`config.mk`:
```
export PLATFORM = sky130hd
export DESIGN_NAME = mcp_top
export DESIGN_NICKNAME = d
export VERILOG_FILES = /design/src/hdl/mcp_pkg.sv /design/src/hdl/mcp_mul_if.sv /design/src/hdl/mcp_mul.sv /design/src/hdl/mcp_top.sv
export SDC_FILE = /design/constraint.sdc
export NUM_CORES = 2
export LEC_CHECK = 0
export BUFFER_PORTS_ARGS = -buffer_cell sky130_fd_sc_hd__buf_2
export CAP_MARGIN = 20
export CORE_AREA = 2 2 331 333
export DETAILED_ROUTE_END_ITERATION = 8
export DIE_AREA = 0 0 333 335
export GPL_TIMING_DRIVEN = 0
export MAX_ROUTING_LAYER = met4
export PLACE_DENSITY = 0.87
export RECOVER_POWER = 100
export SLEW_MARGIN = 30
export SYNTH_ARGS = -nofsm -noshare
export SYNTH_HDL_FRONTEND = slang
export SYNTH_SLANG_ARGS = --single-unit
export TNS_END_PERCENT = 30
```
`constraint.sdc`:
```
create_clock -name clock_in -period 4.7 [get_ports clock_in]
set_input_delay 0.705 -clock clock_in [delete_from_list [all_inputs] [get_ports clock_in]]
set_output_delay 0.705 -clock clock_in [all_outputs]
set_load 0.005 [all_outputs]
```
`src/hdl/mcp_pkg.sv`:
```
package mcp_pkg;
	localparam int ACC_W = 40;
	localparam int WORD_W = 32;
	localparam int HALF_W = 16;
	localparam int HI_W = ACC_W - WORD_W;
	localparam logic [ACC_W-1:0] ACC_RESET = 40'h00_0000_0000;
	// Half selects within a 32-bit operand
	localparam int HALF_HI_LSB = 16;
	localparam int HALF_LO_LSB = 0;
	// Operation codes issued by the core
	typedef enum logic [2:0] {
		MCP_OP_NONE = 3'h0,
		MCP_OP_HALF = 3'h1,
		MCP_OP_DUAL = 3'h2,
		MCP_OP_FULL = 3'h3,
		MCP_OP_TO_REGS = 3'h4,
		MCP_OP_FROM_REGS = 3'h5,
		MCP_OP_STORE = 3'h6,
		MCP_OP_LOAD = 3'h7
	} mcp_op_t;
	// Store/load transfer sequencer, one-hot
	typedef enum logic [2:0] {
		MCP_XF_IDLE = 3'h1,
		MCP_XF_STORE2 = 3'h2,
		MCP_XF_LOAD2 = 3'h4
	} mcp_xfer_t;
endpackage

```
`src/hdl/mcp_mul_if.sv`:
```
`timescale 1ns/100ps
interface mcp_mul_if;
	logic [mcp_pkg::WORD_W-1:0] op_a;
	logic [mcp_pkg::WORD_W-1:0] op_b;
	logic [mcp_pkg::ACC_W-1:0] acc;
	logic [1:0] half_sel;
	mcp_pkg::mcp_op_t op;
	logic [mcp_pkg::ACC_W-1:0] sum;
	modport ctrl (output op_a, output op_b, output acc, output half_sel, output op, input sum);
	modport dp (input op_a, input op_b, input acc, input half_sel, input op, output sum);
endinterface

```
`src/hdl/mcp_mul.sv`:
```
`timescale 1ns/100ps
module mcp_mul (
	mcp_mul_if.dp bus
);
	localparam int AW = mcp_pkg::ACC_W;
	localparam int HW = mcp_pkg::HALF_W;
	// =====================================
	// Operand selection
	wire signed [HW-1:0] a_hi = bus.op_a[mcp_pkg::HALF_HI_LSB +: HW];
	wire signed [HW-1:0] a_lo = bus.op_a[mcp_pkg::HALF_LO_LSB +: HW];
	wire signed [HW-1:0] b_hi = bus.op_b[mcp_pkg::HALF_HI_LSB +: HW];
	wire signed [HW-1:0] b_lo = bus.op_b[mcp_pkg::HALF_LO_LSB +: HW];
	wire signed [HW-1:0] sel_a = bus.half_sel[1] ? a_hi : a_lo;
	wire signed [HW-1:0] sel_b = bus.half_sel[0] ? b_hi : b_lo;
	// =====================================
	// Signed products
	wire signed [2*HW-1:0] prod_half = sel_a * sel_b;
	wire signed [2*HW-1:0] prod_hh = a_hi * b_hi;
	wire signed [2*HW-1:0] prod_ll = a_lo * b_lo;
	wire signed [2*mcp_pkg::WORD_W-1:0] prod_full = $signed(bus.op_a) * $signed(bus.op_b);
	wire [AW-1:0] ext_half = AW'(prod_half);
	wire [AW-1:0] ext_dual = AW'(prod_hh) + AW'(prod_ll);
	wire [AW-1:0] low_full = prod_full[AW-1:0];
	// Sum wraps modulo 2**40, no saturation
	assign bus.sum = (bus.op == mcp_pkg::MCP_OP_HALF) ? bus.acc + ext_half :
		(bus.op == mcp_pkg::MCP_OP_DUAL) ? bus.acc + ext_dual :
		bus.acc + low_full;
endmodule

```
`src/hdl/mcp_top.sv`:
```
`timescale 1ns/100ps
// Overview of operation
// - One 40-bit accumulator; all multiplies signed in three operand forms.
// - Accumulator-to-registers transfer returns all 40 accumulator bits in two words.
// - Registers-to-accumulator transfer loads 40 bits from two supplied words.
// - Memory save or restore uses a pair of store or load transfers.
// - Half-select form picks halves, signed 32-bit product, sign-extended, accumulated.
// - Dual form multiplies high pair and low pair, both added sign-extended.
// - Full form adds the low 40 bits of the signed 64-bit product.
// - Every multiply-accumulate issued outside a store or load pair completes in one clock cycle; one issued inside a pair is refused.
module mcp_top (
	input wire logic clock_in,
	input wire logic resetn_in,
	input wire logic issue_in,
	input wire logic [2:0] op_in,
	input wire logic [1:0] half_sel_in,
	input wire logic [31:0] rn_in,
	input wire logic [31:0] rs_in,
	output logic [31:0] reg_lo_out,
	output logic [31:0] reg_hi_out,
	output logic reg_valid_out,
	output logic [31:0] store_data_out,
	output logic store_valid_out,
	output logic [39:0] acc_out,
	output logic busy_out,
	output logic pair_error_out
);
	localparam int AW = mcp_pkg::ACC_W;
	localparam int WW = mcp_pkg::WORD_W;
	localparam int HW = mcp_pkg::HI_W;
	// =====================================
	// Reset release
	logic rst_s1;
	logic rstn;
	always_ff @(posedge clock_in or negedge resetn_in) begin
		if (!resetn_in) begin
			rst_s1 <= 1'b0;
			rstn <= 1'b0;
		end else begin
			rst_s1 <= 1'b1;
			rstn <= rst_s1;
		end
	end
	// =====================================
	// Decode
	mcp_pkg::mcp_op_t op;
	assign op = mcp_pkg::mcp_op_t'(op_in);
	logic [AW-1:0] acc;
	mcp_pkg::mcp_xfer_t xf;
	mcp_pkg::mcp_xfer_t next_xf;
	wire is_mac = issue_in && (op == mcp_pkg::MCP_OP_HALF || op == mcp_pkg::MCP_OP_DUAL ||
		op == mcp_pkg::MCP_OP_FULL);
	wire is_to = issue_in && op == mcp_pkg::MCP_OP_TO_REGS;
	wire is_from = issue_in && op == mcp_pkg::MCP_OP_FROM_REGS;
	wire is_st = issue_in && op == mcp_pkg::MCP_OP_STORE;
	wire is_ld = issue_in && op == mcp_pkg::MCP_OP_LOAD;
	wire [WW-1:0] hi_word = {{(WW-HW){acc[AW-1]}}, acc[AW-1:WW]};
	// =====================================
	// Multiply-accumulate datapath
	mcp_mul_if mif();
	assign mif.op_a = rn_in;
	assign mif.op_b = rs_in;
	assign mif.acc = acc;
	assign mif.half_sel = half_sel_in;
	assign mif.op = op;
	mcp_mul u_mul (
		.bus(mif.dp)
	);
	// =====================================
	// Paired transfer sequencing
	always_comb begin
		next_xf = xf;
		case (xf)
			mcp_pkg::MCP_XF_IDLE: begin
				if (is_st) begin
					next_xf = mcp_pkg::MCP_XF_STORE2;
				end else if (is_ld) begin
					next_xf = mcp_pkg::MCP_XF_LOAD2;
				end
			end
			mcp_pkg::MCP_XF_STORE2: begin
				if (issue_in) begin
					next_xf = mcp_pkg::MCP_XF_IDLE;
				end
			end
			mcp_pkg::MCP_XF_LOAD2: begin
				if (issue_in) begin
					next_xf = mcp_pkg::MCP_XF_IDLE;
				end
			end
			default: next_xf = mcp_pkg::MCP_XF_IDLE;
		endcase
	end
	wire in_pair = xf != mcp_pkg::MCP_XF_IDLE;
	wire pair_ok = (xf == mcp_pkg::MCP_XF_STORE2 && is_st) ||
		(xf == mcp_pkg::MCP_XF_LOAD2 && is_ld);
	wire pair_bad = in_pair && issue_in && !pair_ok;
	logic [WW-1:0] load_lo;
	// =====================================
	// Accumulator and state
	always_ff @(posedge clock_in or negedge rstn) begin
		if (!rstn) begin
			acc <= mcp_pkg::ACC_RESET;
			xf <= mcp_pkg::MCP_XF_IDLE;
			load_lo <= '0;
		end else begin
			xf <= next_xf;
			if (!in_pair && is_ld) begin
				load_lo <= rn_in;
			end
			if (pair_ok && is_ld) begin
				acc <= {rn_in[HW-1:0], load_lo};
			end else if (!in_pair && is_mac) begin
				acc <= mif.sum;
			end else if (!in_pair && is_from) begin
				acc <= {rs_in[HW-1:0], rn_in};
			end
		end
	end
	// =====================================
	// Outputs
	always_ff @(posedge clock_in or negedge rstn) begin
		if (!rstn) begin
			reg_lo_out <= '0;
			reg_hi_out <= '0;
			reg_valid_out <= 1'b0;
			store_data_out <= '0;
			store_valid_out <= 1'b0;
			pair_error_out <= 1'b0;
			busy_out <= 1'b0;
		end else begin
			reg_valid_out <= !in_pair && is_to;
			if (!in_pair && is_to) begin
				reg_lo_out <= acc[WW-1:0];
				reg_hi_out <= hi_word;
			end
			store_valid_out <= is_st && (!in_pair || pair_ok);
			if (is_st && !in_pair) begin
				store_data_out <= acc[WW-1:0];
			end else if (is_st && pair_ok) begin
				store_data_out <= hi_word;
			end
			pair_error_out <= pair_bad;
			// Registered from the next state so busy leaves a flop in step with xf
			busy_out <= next_xf != mcp_pkg::MCP_XF_IDLE;
		end
	end
	assign acc_out = acc;
endmodule

```
==> results.json <==
{
  "drc": 0,
  "drv_slew": 82,
  "holdPathStages": 0,
  "synth.yosys.seq_area_share": 0.0596,
  "use_met1": 0.652,
  "cp_common_cell": "fa_1",
  "crit_path_end_kind": "register",
  "cts_sinks": 153,
  "cts_root_buf": "clkbuf_16",
  "status": "complete, but fails checks",
  "hold_class": "reg -> reg",
  "die_h_um": 335,
  "final_common_cell": "inv_1",
  "synth_top_cell_area_share": 0.477,
  "grt_pass1_wl_mm": 403,
  "fmax_mhz": 101,
  "crit_buf_inv": 8,
  "area_delta_synth_final_pct": 12.6,
  "grt_busiest_layer": "met2",
  "cpPeakStageDelay_ps": 860,
  "postSynth.asyncResetShare": 1.00,
  "max_cap_viol_count": 2,
  "cp.required_ps": 5010,
  "setup_viol": 37,
  "drtPass1Iterations": 7,
  "insertion_delay_ps": 470,
  "r2r_start": "acc_out[23]",
  "postRouteAntennaNets": 0,
  "wl_per_cell_um": 32.2,
  "grt_use_met2": 0.720,
  "cts.path.max_buffers": 2,
  "whs_endpoint": "rstn",
  "violations": "max-capacitance violations, max-slew violations, negative setup slack",
  "finish.utilization": 0.669,
  "worstRegToRegCells": 26,
  "timing.hold.worst.start": "rst_s1",
  "path_clk_slew_ps": 90,
  "io_buffers": 182,
  "hold_viol": 0,
  "core_um2": 108000,
  "grt_max_degree": 45,
  "r2r_end": "acc_out[38]",
  "ys_top_cells_by_area": "fa_1 48%, inv_1 10%, ha_1 9.3%, dfrtp_1 5.9%, nand2_1 5.6%",
  "skew_ps": 18.9,
  "wl_mm": 287,
  "initial_core_util": 0.594,
  "vias_per_cell": 6.20,
  "r2r_setup_slack_ps": -4150,
  "fp-row-count": 121,
  "cp_slowest_cell": "clkbuf_1",
  "die-area_um2": 112000,
  "gp_congestion": 1.08,
  "synth_edf_count": 0,
  "antenna_found_initial": 50,
  "worst_pin_slew_ps": 2650,
  "relSlewSlack": -0.765,
  "use_met3": 0.231,
  "dp_hpwl_mm": 235,
  "layout_common_cells": "1712 x inv_1, 1513 x fa_1, 939 x nand2_1",
  "worst_ep_arrival_time_ps": 10220,
  "chipWidth_um": 333,
  "period_share": 2.11,
  "drive_gt1_frac": 0.111,
  "crit_path_max_fanout": 11,
  "post-route-min-period_ps": 9910,
  "yosysUniqueCellTypes": 84,
  "drtIter0Drc": 6925,
  "yosysTopAreaCell": "fa_1",
  "layout.nets": 9491,
  "synth_ff_type": "dfrtp_1",
  "synth_area_per_cell_um2": 9.05,
  "setup_ws_ps": -5210,
  "grt-ovfl-total": 0,
  "vias": 55200,
  "yosysWarnings": 0,
  "ys_ff_latch": 153,
  "cts_tree": "built",
  "crit_type": "in -> reg",
  "grtUsageTotal": 0.536,
  "h-tree-depth": 4,
  "synth_fp_nets": 9178,
  "rsz0062_at_grt": "true",
  "syn_area_um2": 64200,
  "cts_buffers": 17,
  "synthCells": 7095,
  "critPathLaunchType": "input pin",
  "grt_pass1_vias": 56600,
  "critPathTopFamily": "adder cells",
  "ioPinCount": 212
}
[worst reg2reg max path: stages (launching register included)]
cell       delay (ps)
dfrtp_1           760
inv_1             240
fa_1              560
fa_1              560
inv_1              50
fa_1              490
fa_1              540
inv_1              50
fa_1              500
inv_1              50
fa_1              530
inv_1              50
fa_1              470
inv_1              50
fa_1              490
ha_1              400
a21oi_1           190
nor2_1             50
a2111oi_0         380
o22ai_1           220
o211ai_1          400
a21oi_1           190
o31ai_1           560
a21oi_1           170
xnor2_1           450
and3_1            260
a211oi_2           50
[per-stage QoR]
stage | setup TNS [ps] | hold WS (ps) | setup slack (ps) | cells | instance area [um2]
2_1_floorplan | -123340 | 331 | -4460 | 7095 | 64600
3_3_place_gp | -508010 | 337 | -8240 | 8691 | 67300
3_5_place_dp | -208100 | 299 | -7310 | 8708 | 67900
4_1_cts | -142900 | 300 | -5030 | 8811 | 71600
5_1_grt | -155260 | 395 | -5310 | 8889 | 72300
6_report | -146370 | 390 | -5210 | 8915 | 72300
[synth_stat cells (7+ instances only)]
| master | instances |
|---|---|
| mux2i_1 | 39 |
| buf_4 | 24 |
| nor2b_1 | 23 |
| inv_1 | 1727 |
| a31oi_1 | 15 |
| ha_1 | 479 |
| and2_1 | 393 |
| a22oi_1 | 7 |
| mux2_2 | 58 |
| o21ai_1 | 8 |
| xnor2_1 | 171 |
| a211o_1 | 9 |
| nand2_1 | 954 |
| clkbuf_1 | 312 |
| nor3_1 | 36 |
| xor2_1 | 56 |
| fa_1 | 1532 |
| a221oi_1 | 14 |
| a211oi_1 | 44 |
| o21ai_0 | 158 |
| a21o_1 | 71 |
| dfrtp_1 | 152 |
| nor2_1 | 261 |
| or3_1 | 7 |
| and3_1 | 18 |
| nand2b_1 | 31 |
| o211ai_1 | 16 |
| o21bai_1 | 24 |
| a21oi_1 | 254 |
| or2_2 | 11 |
| buf_1 | 8 |
| nand3_1 | 26 |
| o22ai_1 | 16 |
| o21a_1 | 23 |
[cell type report]
type	count	area, um2
Antenna cell	80	200
Clock buffer	18	429
Buffer	342	3370
Multi-Input combinational cell	4870	53900
Timing Repair Buffer	297	2170
Fill cell	8728	35800
Tap cell	1414	1770
Sequential cell	153	3830
Inverter	1727	6500
Clock inverter	14	148
[timing repair]
item	in CTS	in global routing
hold buffers	1	0
setup buffers	75	30
hold endpoints to repair	1	0
resized for setup	564	172
pin swaps	75	58
endpoints found under the setup margin	38	38
[logic make-up after synthesis]
family,count (synthesis),synth area share
AO/OA/AOI/OAI,740,0.0721
XOR/XNOR,229,0.0317
adder cells (fa/ha/maj),2011,0.571
buffers and inverters,2072,0.122
flip-flops,153,0.0596
multiplexers,97,0.0162
other,1,0.0000584
AND/OR/NAND/NOR,1792,0.127
[worst max path at each step]
stage | startpoint | end | slack [ps] | depth (start not counted)
2_1_floorplan | rs_in[4] | acc_out[38] | -4460 | 39
3_3_place_gp | rn_in[3] | acc_out[39] | -8240 | 33
3_5_place_dp | rs_in[9] | acc_out[39] | -7310 | 38
4_1_cts | rn_in[5] | acc_out[39] | -5030 | 40
5_1_grt | rn_in[5] | acc_out[39] | -5310 | 41
6_report | rn_in[0] | acc_out[39] | -5210 | 36
[state kept, by name, indices dropped and copies added (netlist names)]
| register | cells |
|---|---|
| rstn | 1 |
| acc_out | 40 |
| rst_s1 | 1 |
| xf | 3 |
| busy_out | 1 |
| load_lo | 32 |
| reg_hi_out | 8 |
| reg_valid_out | 1 |
| reg_lo_out | 32 |
| store_data_out | 32 |
| pair_error_out | 1 |
| store_valid_out | 1 |
[routing by layer]
layer | share of wire | wire length, um
met1 | 0.35 | 99700
met2 | 0.41 | 117000
met3 | 0.16 | 45100
met4 | 0.089 | 25400
met5 | 0 | 0
Power is not shown: default switching activity piles up to over one toggle a cycle in this logic, so the estimate is an artifact.
